`src/rtl/mfrl_pkg.sv`:
```
`default_nettype none
package mfrl_pkg;
    localparam logic [5:0] MFRL_ADDR_CTRL = 6'h00;
    localparam logic [5:0] MFRL_ADDR_CTRL_STAT = 6'h04;
    localparam logic [5:0] MFRL_ADDR_DRV_STAT = 6'h08;
    localparam logic [5:0] MFRL_ADDR_IRQ_STAT = 6'h0C;
    localparam logic [5:0] MFRL_ADDR_IRQ_MASK = 6'h10;
    localparam logic [5:0] MFRL_ADDR_RETRY = 6'h14;
    localparam int MFRL_CTRL_CBC_LSB = 0;
    localparam int MFRL_CTRL_LOCK_LSB = 4;
    localparam int MFRL_CTRL_THERM_BIT = 8;
    localparam int MFRL_CTRL_CLEAR_BIT = 31;
    localparam int MFRL_RETRY_CYC_LSB = 0;
    localparam int MFRL_RETRY_LOCK_LSB = 8;
    localparam logic [31:0] MFRL_CTRL_RESET = 32'h0000_0077;
    localparam logic [31:0] MFRL_RETRY_RESET = 32'h0000_6404;
    localparam int MFRL_POS_TIMEOUT_MS = 500;
    localparam int MFRL_CLK_MHZ = 100;
    localparam int MFRL_POS_TIMEOUT_CYC = MFRL_POS_TIMEOUT_MS * 1000 * MFRL_CLK_MHZ;
    localparam int MFRL_LOCK_TICK_US = 1000;
    localparam int MFRL_LOCK_TICK_CYC = MFRL_LOCK_TICK_US * MFRL_CLK_MHZ;
    localparam logic [1:0] MFRL_RESP_OK = 2'h0;
    localparam logic [1:0] MFRL_RESP_SLVERR = 2'h2;
    typedef enum logic [2:0] {
        MFRL_DRV_ACTIVE, MFRL_DRV_PULL_LOW, MFRL_DRV_RECIRC, MFRL_DRV_HS_BRAKE, MFRL_DRV_LS_BRAKE
    } mfrl_drive_t;
    typedef struct packed {
        logic thermal;
        logic lock_current;
        logic pulse_start;
        logic pulse_decayed;
        logic rise_phase;
        logic fall_phase;
        logic cycle_start;
        logic cycle_over;
    } mfrl_sense_t;
    typedef struct packed {
        logic [2:0] high_side_gate;
        logic [2:0] low_side_gate;
    } mfrl_gates_t;
endpackage
`default_nettype wire

```
`src/rtl/mfrl_gate_mux.sv`:
```
`default_nettype none
module mfrl_gate_mux (
    // Clock and reset
    input wire logic aclk,
    input wire logic aresetn,
    // Selected action and commanded drive
    input wire mfrl_pkg::mfrl_drive_t drive,
    input wire mfrl_pkg::mfrl_gates_t pwm_gates,
    // Registered gate outputs
    output mfrl_pkg::mfrl_gates_t gates
);
    import mfrl_pkg::*;
    mfrl_gates_t next_gates;
    always_comb begin
        next_gates = pwm_gates;
        case (drive)
            MFRL_DRV_ACTIVE: next_gates = pwm_gates;
            MFRL_DRV_PULL_LOW: next_gates = '0;
            // Recirculation keeps only the low sides the PWM already had on so energy stays in the windings.
            MFRL_DRV_RECIRC: next_gates = '{high_side_gate: 3'h0, low_side_gate: pwm_gates.low_side_gate};
            MFRL_DRV_HS_BRAKE: next_gates = '{high_side_gate: 3'h7, low_side_gate: 3'h0};
            MFRL_DRV_LS_BRAKE: next_gates = '{high_side_gate: 3'h0, low_side_gate: 3'h7};
            default: next_gates = '0;
        endcase
    end
    always_ff @(posedge aclk) begin
        if (!aresetn) begin
            gates <= '0;
        end else begin
            gates <= next_gates;
        end
    end
endmodule // mfrl_gate_mux
`default_nettype wire

```
`src/rtl/mfrl_top.sv`:
```
`default_nettype none
module mfrl_top #(
    parameter int POS_TIMEOUT_CYC = mfrl_pkg::MFRL_POS_TIMEOUT_CYC,
    parameter int LOCK_TICK_CYC = mfrl_pkg::MFRL_LOCK_TICK_CYC
) (
    // Clock and reset
    input wire logic aclk,
    input wire logic aresetn,
    // AXI4-Lite slave
    input wire logic [5:0] s_axi_awaddr,
    input wire logic s_axi_awvalid,
    output logic s_axi_awready,
    input wire logic [31:0] s_axi_wdata,
    input wire logic [3:0] s_axi_wstrb,
    input wire logic s_axi_wvalid,
    output logic s_axi_wready,
    output logic [1:0] s_axi_bresp,
    output logic s_axi_bvalid,
    input wire logic s_axi_bready,
    input wire logic [5:0] s_axi_araddr,
    input wire logic s_axi_arvalid,
    output logic s_axi_arready,
    output logic [31:0] s_axi_rdata,
    output logic [1:0] s_axi_rresp,
    output logic s_axi_rvalid,
    input wire logic s_axi_rready,
    // Fault sensing and commanded drive
    input wire mfrl_pkg::mfrl_sense_t sense,
    input wire mfrl_pkg::mfrl_gates_t pwm_gates,
    // Gate outputs, fault pin and interrupt
    output mfrl_pkg::mfrl_gates_t gates,
    output logic fault_pin_n_out,
    output logic fault_pin_n_oe,
    output logic irq
);
    import mfrl_pkg::*;

    logic [31:0] ctrl;
    logic [31:0] retry;
    logic [7:0] irq_mask;
    logic [7:0] irq_stat;
    logic [3:0] cycle_limit_mode;
    logic [3:0] lock_current_mode;
    logic thermal_auto_recover;
    logic [7:0] cycle_limit_retry_count;
    logic [7:0] lock_retry_time;
    logic clear_fault;
    assign cycle_limit_mode = ctrl[MFRL_CTRL_CBC_LSB +: 4];
    assign lock_current_mode = ctrl[MFRL_CTRL_LOCK_LSB +: 4];
    assign thermal_auto_recover = ctrl[MFRL_CTRL_THERM_BIT];
    assign cycle_limit_retry_count = retry[MFRL_RETRY_CYC_LSB +: 8];
    assign lock_retry_time = retry[MFRL_RETRY_LOCK_LSB +: 8];

    // Write channel: address and data taken in either order, answered once both are held.
    logic aw_held;
    logic w_held;
    logic [5:0] aw_addr;
    logic [31:0] w_data;
    logic [3:0] w_strb;
    logic do_write;
    logic do_read;
    assign do_write = aw_held && w_held && !s_axi_bvalid;
    assign do_read = s_axi_arvalid && s_axi_arready;
    always_ff @(posedge aclk) begin
        if (!aresetn) begin
            aw_held <= 1'b0;
            w_held <= 1'b0;
            aw_addr <= '0;
            w_data <= '0;
            w_strb <= '0;
            s_axi_awready <= 1'b0;
            s_axi_wready <= 1'b0;
            s_axi_bvalid <= 1'b0;
            s_axi_bresp <= MFRL_RESP_OK;
        end else begin
            s_axi_awready <= !aw_held && !s_axi_awready && !s_axi_bvalid;
            s_axi_wready <= !w_held && !s_axi_wready && !s_axi_bvalid;
            if (s_axi_awvalid && s_axi_awready) begin
                aw_held <= 1'b1;
                aw_addr <= s_axi_awaddr;
                s_axi_awready <= 1'b0;
            end
            if (s_axi_wvalid && s_axi_wready) begin
                w_held <= 1'b1;
                w_data <= s_axi_wdata;
                w_strb <= s_axi_wstrb;
                s_axi_wready <= 1'b0;
            end
            if (do_write) begin
                aw_held <= 1'b0;
                w_held <= 1'b0;
                s_axi_bvalid <= 1'b1;
                s_axi_bresp <= (aw_addr == MFRL_ADDR_CTRL || aw_addr == MFRL_ADDR_IRQ_MASK ||
                                aw_addr == MFRL_ADDR_RETRY) ? MFRL_RESP_OK : MFRL_RESP_SLVERR;
            end else if (s_axi_bvalid && s_axi_bready) begin
                s_axi_bvalid <= 1'b0;
            end
        end
    end

    function automatic logic [31:0] merge(input logic [31:0] old, input logic [31:0] data, input logic [3:0] strb);
        logic [31:0] result;
        result = old;
        for (int i = 0; i < 4; i++) begin
            if (strb[i]) begin
                result[i*8 +: 8] = data[i*8 +: 8];
            end
        end
        return result;
    endfunction

    // The clear command is a self-clearing pulse; it never reads back as one.
    always_ff @(posedge aclk) begin
        if (!aresetn) begin
            ctrl <= MFRL_CTRL_RESET;
            retry <= MFRL_RETRY_RESET;
            irq_mask <= '0;
            clear_fault <= 1'b0;
        end else begin
            clear_fault <= 1'b0;
            if (do_write && aw_addr == MFRL_ADDR_CTRL) begin
                ctrl <= merge(ctrl, w_data, w_strb) & ~(32'h1 << MFRL_CTRL_CLEAR_BIT);
                clear_fault <= w_strb[3] && w_data[MFRL_CTRL_CLEAR_BIT];
            end
            if (do_write && aw_addr == MFRL_ADDR_RETRY) begin
                retry <= merge(retry, w_data, w_strb) & 32'h0000_FFFF;
            end
            if (do_write && aw_addr == MFRL_ADDR_IRQ_MASK && w_strb[0]) begin
                irq_mask <= w_data[7:0];
            end
        end
    end

    // Fault state.
    logic cbc_active;
    logic cbc_report;
    logic [7:0] cbc_count;
    logic lock_latched;
    logic lock_retry_wait;
    logic lock_report;
    logic [7:0] lock_count;
    logic [$clog2(LOCK_TICK_CYC+1)-1:0] tick_count;
    logic rise_timeout;
    logic fall_timeout;
    logic rate_fault;
    logic thermal_latched;
    logic [$clog2(POS_TIMEOUT_CYC+1)-1:0] phase_count;
    logic pulse_pending;
    logic lock_tick;

    logic cbc_acts;
    logic cbc_reports;
    assign cbc_acts = (cycle_limit_mode[3:1] != 3'b011) && !cycle_limit_mode[3];
    assign cbc_reports = cbc_acts && !cycle_limit_mode[0] || cycle_limit_mode == 4'b0110;

    // Cycle-by-cycle limit: the PWM count restarts at each overcurrent.
    always_ff @(posedge aclk) begin
        if (!aresetn) begin
            cbc_active <= 1'b0;
            cbc_report <= 1'b0;
            cbc_count <= '0;
        end else if (sense.cycle_over && cycle_limit_mode != 4'b0110 && cbc_acts) begin
            cbc_active <= 1'b1;
            cbc_report <= cbc_reports;
            cbc_count <= '0;
        end else if (sense.cycle_over && cycle_limit_mode == 4'b0110) begin
            cbc_report <= 1'b1;
        end else if (cbc_active) begin
            case (cycle_limit_mode[2:1])
                2'b00: if (sense.cycle_start) begin
                    cbc_active <= 1'b0;
                    cbc_report <= 1'b0;
                end
                2'b01: begin
                    cbc_active <= 1'b0;
                    cbc_report <= 1'b0;
                end
                2'b10: if (sense.cycle_start) begin
                    if (cbc_count >= cycle_limit_retry_count) begin
                        cbc_active <= 1'b0;
                        cbc_report <= 1'b0;
                    end else begin
                        cbc_count <= cbc_count + 8'h01;
                    end
                end
                default: begin
                    cbc_active <= 1'b0;
                    cbc_report <= 1'b0;
                end
            endcase
        end else begin
            cbc_report <= cbc_report && sense.cycle_over;
        end
    end

    // Lock current: latched modes wait for clear, retry modes run the retry timer in ticks.
    assign lock_tick = tick_count == ($bits(tick_count))'(LOCK_TICK_CYC - 1);
    always_ff @(posedge aclk) begin
        if (!aresetn) begin
            tick_count <= '0;
        end else begin
            tick_count <= lock_tick ? '0 : tick_count + 1'b1;
        end
    end
    always_ff @(posedge aclk) begin
        if (!aresetn) begin
            lock_latched <= 1'b0;
            lock_retry_wait <= 1'b0;
            lock_report <= 1'b0;
            lock_count <= '0;
        end else if (sense.lock_current && !lock_current_mode[3]) begin
            lock_latched <= !lock_current_mode[2];
            lock_retry_wait <= lock_current_mode[2];
            lock_report <= 1'b1;
            lock_count <= '0;
        end else if (sense.lock_current && lock_current_mode == 4'b1000) begin
            lock_report <= 1'b1;
        end else if (lock_retry_wait) begin
            if (lock_tick && lock_count >= lock_retry_time) begin
                lock_retry_wait <= 1'b0;
                lock_report <= 1'b0;
            end else if (lock_tick) begin
                lock_count <= lock_count + 8'h01;
            end
        end else if (clear_fault) begin
            lock_latched <= 1'b0;
            lock_report <= 1'b0;
        end
    end

    // Position detection: ramp timeout and early pulse; set wins over clear.
    always_ff @(posedge aclk) begin
        if (!aresetn) begin
            phase_count <= '0;
            rise_timeout <= 1'b0;
            fall_timeout <= 1'b0;
        end else begin
            phase_count <= (sense.rise_phase || sense.fall_phase) ?
                ((phase_count == ($bits(phase_count))'(POS_TIMEOUT_CYC)) ? phase_count : phase_count + 1'b1) : '0;
            if (phase_count == ($bits(phase_count))'(POS_TIMEOUT_CYC) && sense.rise_phase) begin
                rise_timeout <= 1'b1;
            end else if (clear_fault) begin
                rise_timeout <= 1'b0;
            end
            if (phase_count == ($bits(phase_count))'(POS_TIMEOUT_CYC) && sense.fall_phase) begin
                fall_timeout <= 1'b1;
            end else if (clear_fault) begin
                fall_timeout <= 1'b0;
            end
        end
    end
    always_ff @(posedge aclk) begin
        if (!aresetn) begin
            pulse_pending <= 1'b0;
            rate_fault <= 1'b0;
        end else begin
            if (sense.pulse_start) begin
                pulse_pending <= 1'b1;
            end else if (sense.pulse_decayed) begin
                pulse_pending <= 1'b0;
            end
            if (sense.pulse_start && pulse_pending && !sense.pulse_decayed) begin
                rate_fault <= 1'b1;
            end else if (clear_fault) begin
                rate_fault <= 1'b0;
            end
        end
    end

    // Thermal: auto mode follows the sensor, latched mode holds until cleared.
    always_ff @(posedge aclk) begin
        if (!aresetn) begin
            thermal_latched <= 1'b0;
        end else if (sense.thermal) begin
            thermal_latched <= 1'b1;
        end else if (thermal_auto_recover || clear_fault) begin
            thermal_latched <= 1'b0;
        end
    end

    // Drive selection: pulled-low faults outrank braking, which outranks recirculation.
    mfrl_drive_t drive;
    logic lock_holds;
    assign lock_holds = lock_latched || lock_retry_wait;
    always_comb begin
        drive = MFRL_DRV_ACTIVE;
        if (thermal_latched || rise_timeout || fall_timeout || rate_fault) begin
            drive = MFRL_DRV_PULL_LOW;
        end else if (lock_holds && lock_current_mode[1:0] == 2'b00) begin
            drive = MFRL_DRV_PULL_LOW;
        end else if (lock_holds && lock_current_mode[1:0] == 2'b10) begin
            drive = MFRL_DRV_HS_BRAKE;
        end else if (lock_holds && lock_current_mode[1:0] == 2'b11) begin
            drive = MFRL_DRV_LS_BRAKE;
        end else if (lock_holds || cbc_active) begin
            drive = MFRL_DRV_RECIRC;
        end
    end

    mfrl_gate_mux u_gate_mux (
        .aclk(aclk),
        .aresetn(aresetn),
        .drive(drive),
        .pwm_gates(pwm_gates),
        .gates(gates)
    );

    logic [7:0] ctrl_flags;
    logic [7:0] events;
    assign ctrl_flags = {3'h0, rate_fault, fall_timeout, rise_timeout, lock_report, cbc_report};
    assign events = {2'h0, thermal_latched, ctrl_flags[4:0]};

    // Sticky interrupt status, cleared by reading it; a new event wins over the read.
    always_ff @(posedge aclk) begin
        if (!aresetn) begin
            irq_stat <= '0;
            irq <= 1'b0;
            fault_pin_n_out <= 1'b0;
            fault_pin_n_oe <= 1'b0;
        end else begin
            if (do_read && s_axi_araddr == MFRL_ADDR_IRQ_STAT) begin
                irq_stat <= events;
            end else begin
                irq_stat <= irq_stat | events;
            end
            irq <= |(irq_stat & irq_mask);
            fault_pin_n_oe <= |events;
        end
    end

    always_ff @(posedge aclk) begin
        if (!aresetn) begin
            s_axi_arready <= 1'b0;
            s_axi_rvalid <= 1'b0;
            s_axi_rdata <= '0;
            s_axi_rresp <= MFRL_RESP_OK;
        end else begin
            s_axi_arready <= !s_axi_arready && !s_axi_rvalid;
            if (do_read) begin
                s_axi_arready <= 1'b0;
                s_axi_rvalid <= 1'b1;
                s_axi_rresp <= MFRL_RESP_OK;
                case (s_axi_araddr)
                    MFRL_ADDR_CTRL: s_axi_rdata <= ctrl;
                    MFRL_ADDR_CTRL_STAT: s_axi_rdata <= {24'h0, ctrl_flags};
                    MFRL_ADDR_DRV_STAT: s_axi_rdata <= {31'h0, thermal_latched};
                    MFRL_ADDR_IRQ_STAT: s_axi_rdata <= {24'h0, irq_stat};
                    MFRL_ADDR_IRQ_MASK: s_axi_rdata <= {24'h0, irq_mask};
                    MFRL_ADDR_RETRY: s_axi_rdata <= retry;
                    default: begin
                        s_axi_rdata <= '0;
                        s_axi_rresp <= MFRL_RESP_SLVERR;
                    end
                endcase
            end else if (s_axi_rvalid && s_axi_rready) begin
                s_axi_rvalid <= 1'b0;
            end
        end
    end
endmodule // mfrl_top
`default_nettype wire

```
`config.mk`:
```
export PLATFORM = sky130hd
export DESIGN_NAME = mfrl_top
export DESIGN_NICKNAME = d
export VERILOG_FILES = /design/src/rtl/mfrl_pkg.sv /design/src/rtl/mfrl_gate_mux.sv /design/src/rtl/mfrl_top.sv
export SDC_FILE = /design/constraint.sdc
export NUM_CORES = 1
export LEC_CHECK = 0
export BUFFER_PORTS_ARGS = -buffer_cell sky130_fd_sc_hd__buf_2
export CAP_MARGIN = 20
export CORE_ASPECT_RATIO = 1.5
export CORE_MARGIN = 4
export CORE_UTILIZATION = 60
export CTS_BUF_LIST = sky130_fd_sc_hd__clkbuf_4 sky130_fd_sc_hd__clkbuf_8
export DETAILED_ROUTE_END_ITERATION = 6
export GPL_ROUTABILITY_DRIVEN = 0
export GPL_TIMING_DRIVEN = 0
export PLACE_DENSITY = 0.82
export SKIP_LAST_GASP = 1
export SYNTH_ARGS = -nofsm -noshare
export SYNTH_HDL_FRONTEND = slang
export SYNTH_SLANG_ARGS = --single-unit
```
`constraint.sdc`:
```
create_clock -name aclk -period 2.6 [get_ports aclk]
set_input_delay 0.52 -clock aclk [delete_from_list [all_inputs] [get_ports aclk]]
set_output_delay 0.52 -clock aclk [all_outputs]
set_load 0.02 [all_outputs]
```
### Word-level counts from Yosys, hierarchy flattened

Cells that the tools add are included.

| word-level totals | value |
|---|---|
| flip-flop bits (word level) | 226 |
| output and inout port bits | 50 |
| logic and storage cells | 221 |

| cells by class | value |
|---|---|
| add/subtract/negate cells | 4 |
| magnitude comparators | 2 |
| equal/unequal tests | 26 |
| mux-type cells | 47 |
| bitwise gates (word level) | 7 |
| reduce and logical (&&, ||, !) cells | 94 |

Operators with widths:

| kind | number |
|---|---|
| $pmux 31 s6 | 1 |
| $mux 1 | 35 |
| $logic_and 1x1->1 | 34 |
| $add 26x1->26 const B | 1 |
| $eq 26x26->1 const B | 1 |
| $eq 6x5->1 const B | 4 |
| $pmux 6 s4 | 1 |
| $reduce_and 2->1 | 9 |
| $add 17x1->17 const B | 1 |
| $eq 17x17->1 const B | 1 |
| $add 8x1->8 const B | 2 |
| $ge 8x8->1 | 2 |
| $reduce_bool 2->1 | 8 |
| $reduce_or 2->1 | 8 |
| $ne 5x5->1 const B | 3 |
| $eq 6x4->1 const B | 2 |
| $logic_not 1->1 | 12 |
| $logic_not 6->1 | 2 |
| $mux 3 | 4 |
| $reduce_or 6->1 | 2 |
| $logic_or 1x1->1 | 10 |
| $and 8x8->8 | 1 |
| $or 8x6->8 | 1 |
| $reduce_or 8->1 | 1 |
| other kinds (21) | 34 |

### Logic depth before layout (Yosys ltp)

| depth | value |
|---|---|
| depth after elaboration | 9 |
| depth in mapped cells | 8 |
| mapped depth without buffers | 7 |

### Cells and area by module

Synthesis repeated with hierarchy kept, for this count alone.

| unflattened totals | value |
|---|---|
| cell total of the unflattened synthesis | 1112 |
| area total of the unflattened synthesis | 9376.5 um^2 |

Modules (own cells, without submodules):

| module | instances | cells each | area each (um^2) | seq. area each (um^2) |
|---|---|---|---|---|
| mfrl_top | 1 | 1090 | 9158.8 | 4304.1 |
| mfrl_gate_mux | 1 | 22 | 217.7 | 120.1 |

### Worst setup path after synthesis

No wires, ideal clock.

| timing | value |
|---|---|
| kind | register to register |
| start point | register lock_count[0] |
| end point | register lock_count[6] |
| arrival | 2.143 ns |
| required time | 2.529 ns |
| path slack | 0.386 ns |
| cell stages (with the launch flop) | 9 |
| period minus slack after synthesis | 2.214 ns |
| path through | dfxtp_1 > inv_1 > ha_1 > nand2b_1 > a2111oi_2 > o31ai_1 > clkbuf_1 > or4_1 > a21oi_1 |

| between the ends | value |
|---|---|
| word-level cells in the longest chain between the ends | 4 |
| elaborated cells between the ends (all ways) | 5 |
| those cells by class | 1 x add/sub; 1 x order compare; 1 x bitwise; 2 x reduce/logical |

Ends and longest elaborated chain:

| element | line | text |
|---|---|---|
| start: declaration | mfrl_top.sv:141 | `logic [7:0] lock_count;` |
| start signal: assignment | mfrl_top.sv:223 | `lock_count <= lock_count + 8'h01;` |
| $ge 8x8->1 | mfrl_top.sv:219 | `if (lock_tick && lock_count >= lock_retry_time) begin` |
| $logic_and 1x1->1 | mfrl_top.sv:219 |  |
| $not 1->1 (no source line) | -- |  |
| $reduce_and 4->1 (no source line) | -- |  |

Parallel ways exist; a longest one is shown, timed or not.
A chain may end at the register's enable or synchronous reset.

### Worst setup path in the final report

Same ends and word-level chain as after synthesis.

==> reports/qor.yml <==
critical_path:
  start_kind: "flip-flop"
  regToRegStartpoint: "lock_count[0]"
  critPathArrivalTime_ns: 2.89
  crit_path_start: "lock_count[0]"
  path_max_fanout: 10
  worst-setup-path-type: "reg2reg"
  crit_path_end_kind: "flip-flop"
  required_ns: 3.02
  r2r_cells: 8
die:
  pin_count: 119
  start_util: 0.612
  row_count: 55
  dieHeight_um: 160
  die_x_um: 110
  die-area_um2: 17500
  coreArea_um2: 15100
min_path:
  hold_path.class: "in2reg"
  worstHoldPathCells: 3
  min_from: "pwm_gates[2]"
drt:
  drt-initial-drc-count: 528
  dr.pass1.iters: 5
  routed_via_density: 5.84
  routed_wl_um: 24600
  ant_nets: 0
  drc: 0
  routed-via-count: 8615
  routedWlPerCell_um: 16.7
clocking:
  cts-buffers-inserted: 35
  cts.clk_slew.worst_paths_ns: 0.06
  clockBufferDepth: 3
  cts_tree: "done"
  insertion_delay_ns: 0.51
  root_buffer: "clkbuf_8"
  htree_levels: 2
  numClockSinks: 221
timing:
  rsz0062_at_grt: "true"
  fmax_mhz: 405
  min_period_ns: 2.47
  setup_slack_ns: 0.130
  max_slew_margin: 0.448
  fin_skew_ns: 0.0175
  tns_ns: 0
  setup_viol: 0
  hold_viol: 0
  tightest_slew_ns: 0.821
  slew_viol_final: 0
  post-route-period-util: 0.950
logic_synthesis:
  synth-seq-cells: 221
  yosys_warnings: 0
  synthArstFlopShare: 0
  netlist_area_um2: 9270
  synth_seq_area_share: 0.477
  synth-edff-count: 0
  synth_cell_types: 59
  syn_avg_cell_area_um2: 8.44
  synthFlopType: "dfxtp_1"
  netlist_instances: 1099
placement:
  placed_cell_area_um2: 10100
  pre_cts_slack_ns: -0.222
  port_buffers: 112
  dp_hpwl_um: 17900
power:
  ir_drop_mv: 0.533
  p_per_area_nw_per_um2: 646
  leakage_nw: 4.20
finish:
  multiInputGateArea_um2: 4490
  syn_to_final_growth_pct: 17.0
  ff_latch_area_um2: 4420
  nets: 1342
  final_cell_mix: "dfxtp_1 (221), nand2_1 (181), a21oi_1 (134), buf_2 (119), nor2_1 (107)"
  diodes: 0
  fillerInstances: 1217
  drive_above_1_share: 0.160
  final_common_cell: "dfxtp_1"
  final_util: 0.717
  stdcell_area_um2: 10900
grt:
  grt_antenna_before_repair: 0
  grt_use_total: 0.277
  grt-ovfl-total: 0
  grt_pass1_vias: 8504
  grt_pass1_wl_um: 39600
  grt_max_degree: 11
status:
  status: "finished, final reports clean"
run:
  cap_viol_max_count: 0
final timing paths:
kind	end	slack, ns
worst min-delay path	u_gate_mux.gates[2]	0.24
worst max-delay path	lock_count[6]	0.13
worst min register to register	clear_fault	0.44
worst max register to register	lock_count[6]	0.13
registers in the layout, summed over array words and instances (netlist names), 4 cells and up:
register          cells
w_strb                4
w_data               32
tick_count           17
irq_mask              8
retry                16
ctrl                 31
s_axi_rdata          31
aw_addr               6
irq_stat              6
phase_count          26
cbc_count             8
lock_count            8
u_gate_mux.gates      6
power by group:
part           internal (mW)  switching [mW]  total (mW)
sequential              3.45          0.0475        3.50
combinational          0.134           0.270       0.404
clock                   1.77            1.33        3.10
total                   5.36            1.65        7.01
kinds of logic after synthesis:
| group | count (synthesis) | synth area share |
|---|---|---|
| buf+inv | 92 | 0.0405 |
| compound gates | 235 | 0.152 |
| flops | 221 | 0.477 |
| xor+xnor | 33 | 0.0312 |
| fa+ha+maj | 21 | 0.0283 |
| mux | 18 | 0.0248 |
| simple gates | 478 | 0.246 |
| other cells | 1 | 0.000404 |
synth_stat cells (16+ instances only):
library cell / count / area [µm²]
clkbuf_1: 45 / 169
and3_1: 17 / 106
xor2_1: 18 / 158
nand3_1: 68 / 340
a21oi_1: 134 / 671
nor2_1: 107 / 402
ha_1: 21 / 263
o21ai_0: 16 / 80.1
nor3_1: 17 / 85.1
nand2_1: 181 / 679
inv_1: 28 / 105
a22oi_1: 37 / 278
dfxtp_1: 221 / 4420
area by class of cell:
class / count / area share
Clock buffer: 54 / 0.0627
Clock inverter: 7 / 0.00611
Multi-Input combinational cell: 789 / 0.414
Tap cell: 199 / 0.0229
Timing Repair Buffer: 113 / 0.0521
Inverter: 29 / 0.0100
Buffer: 63 / 0.0247
Sequential cell: 221 / 0.408
layer usage:
layer,GRT usage,wire (µm),up-vias
met5,0,0,-
met4,0.137,1140,0
met3,0.0493,1580,82
met2,0.479,12300,342
met1,0.323,9650,4030
li1,-,-,4161
worst max-delay path, stage by stage, from the launching register on:
cell       delay, ns
dfxtp_1         0.40
inv_1           0.08
ha_1            0.26
nand2b_1        0.15
a2111oi_2       0.42
o31ai_1         0.21
clkbuf_2        0.24
or4_1           0.49
a21oi_1         0.15
metrics by stage:
stage	std cells	hold WS, ns	power, mW
after floorplan	1102	0.410	3.80
after global placement	1413	0.420	3.96
after detailed placement	1413	0.427	3.97
after CTS	1474	0.213	7.03
after global routing	1475	0.234	7.23
final	1475	0.237	7.01
repair_timing:
action                     4_1_cts  5_1_grt
gates resized for setup          0        3
setup buffers                    0        0
hold buffers                     0        0
setup endpoints to repair        0        5
Power figures use the tool's default switching activity.
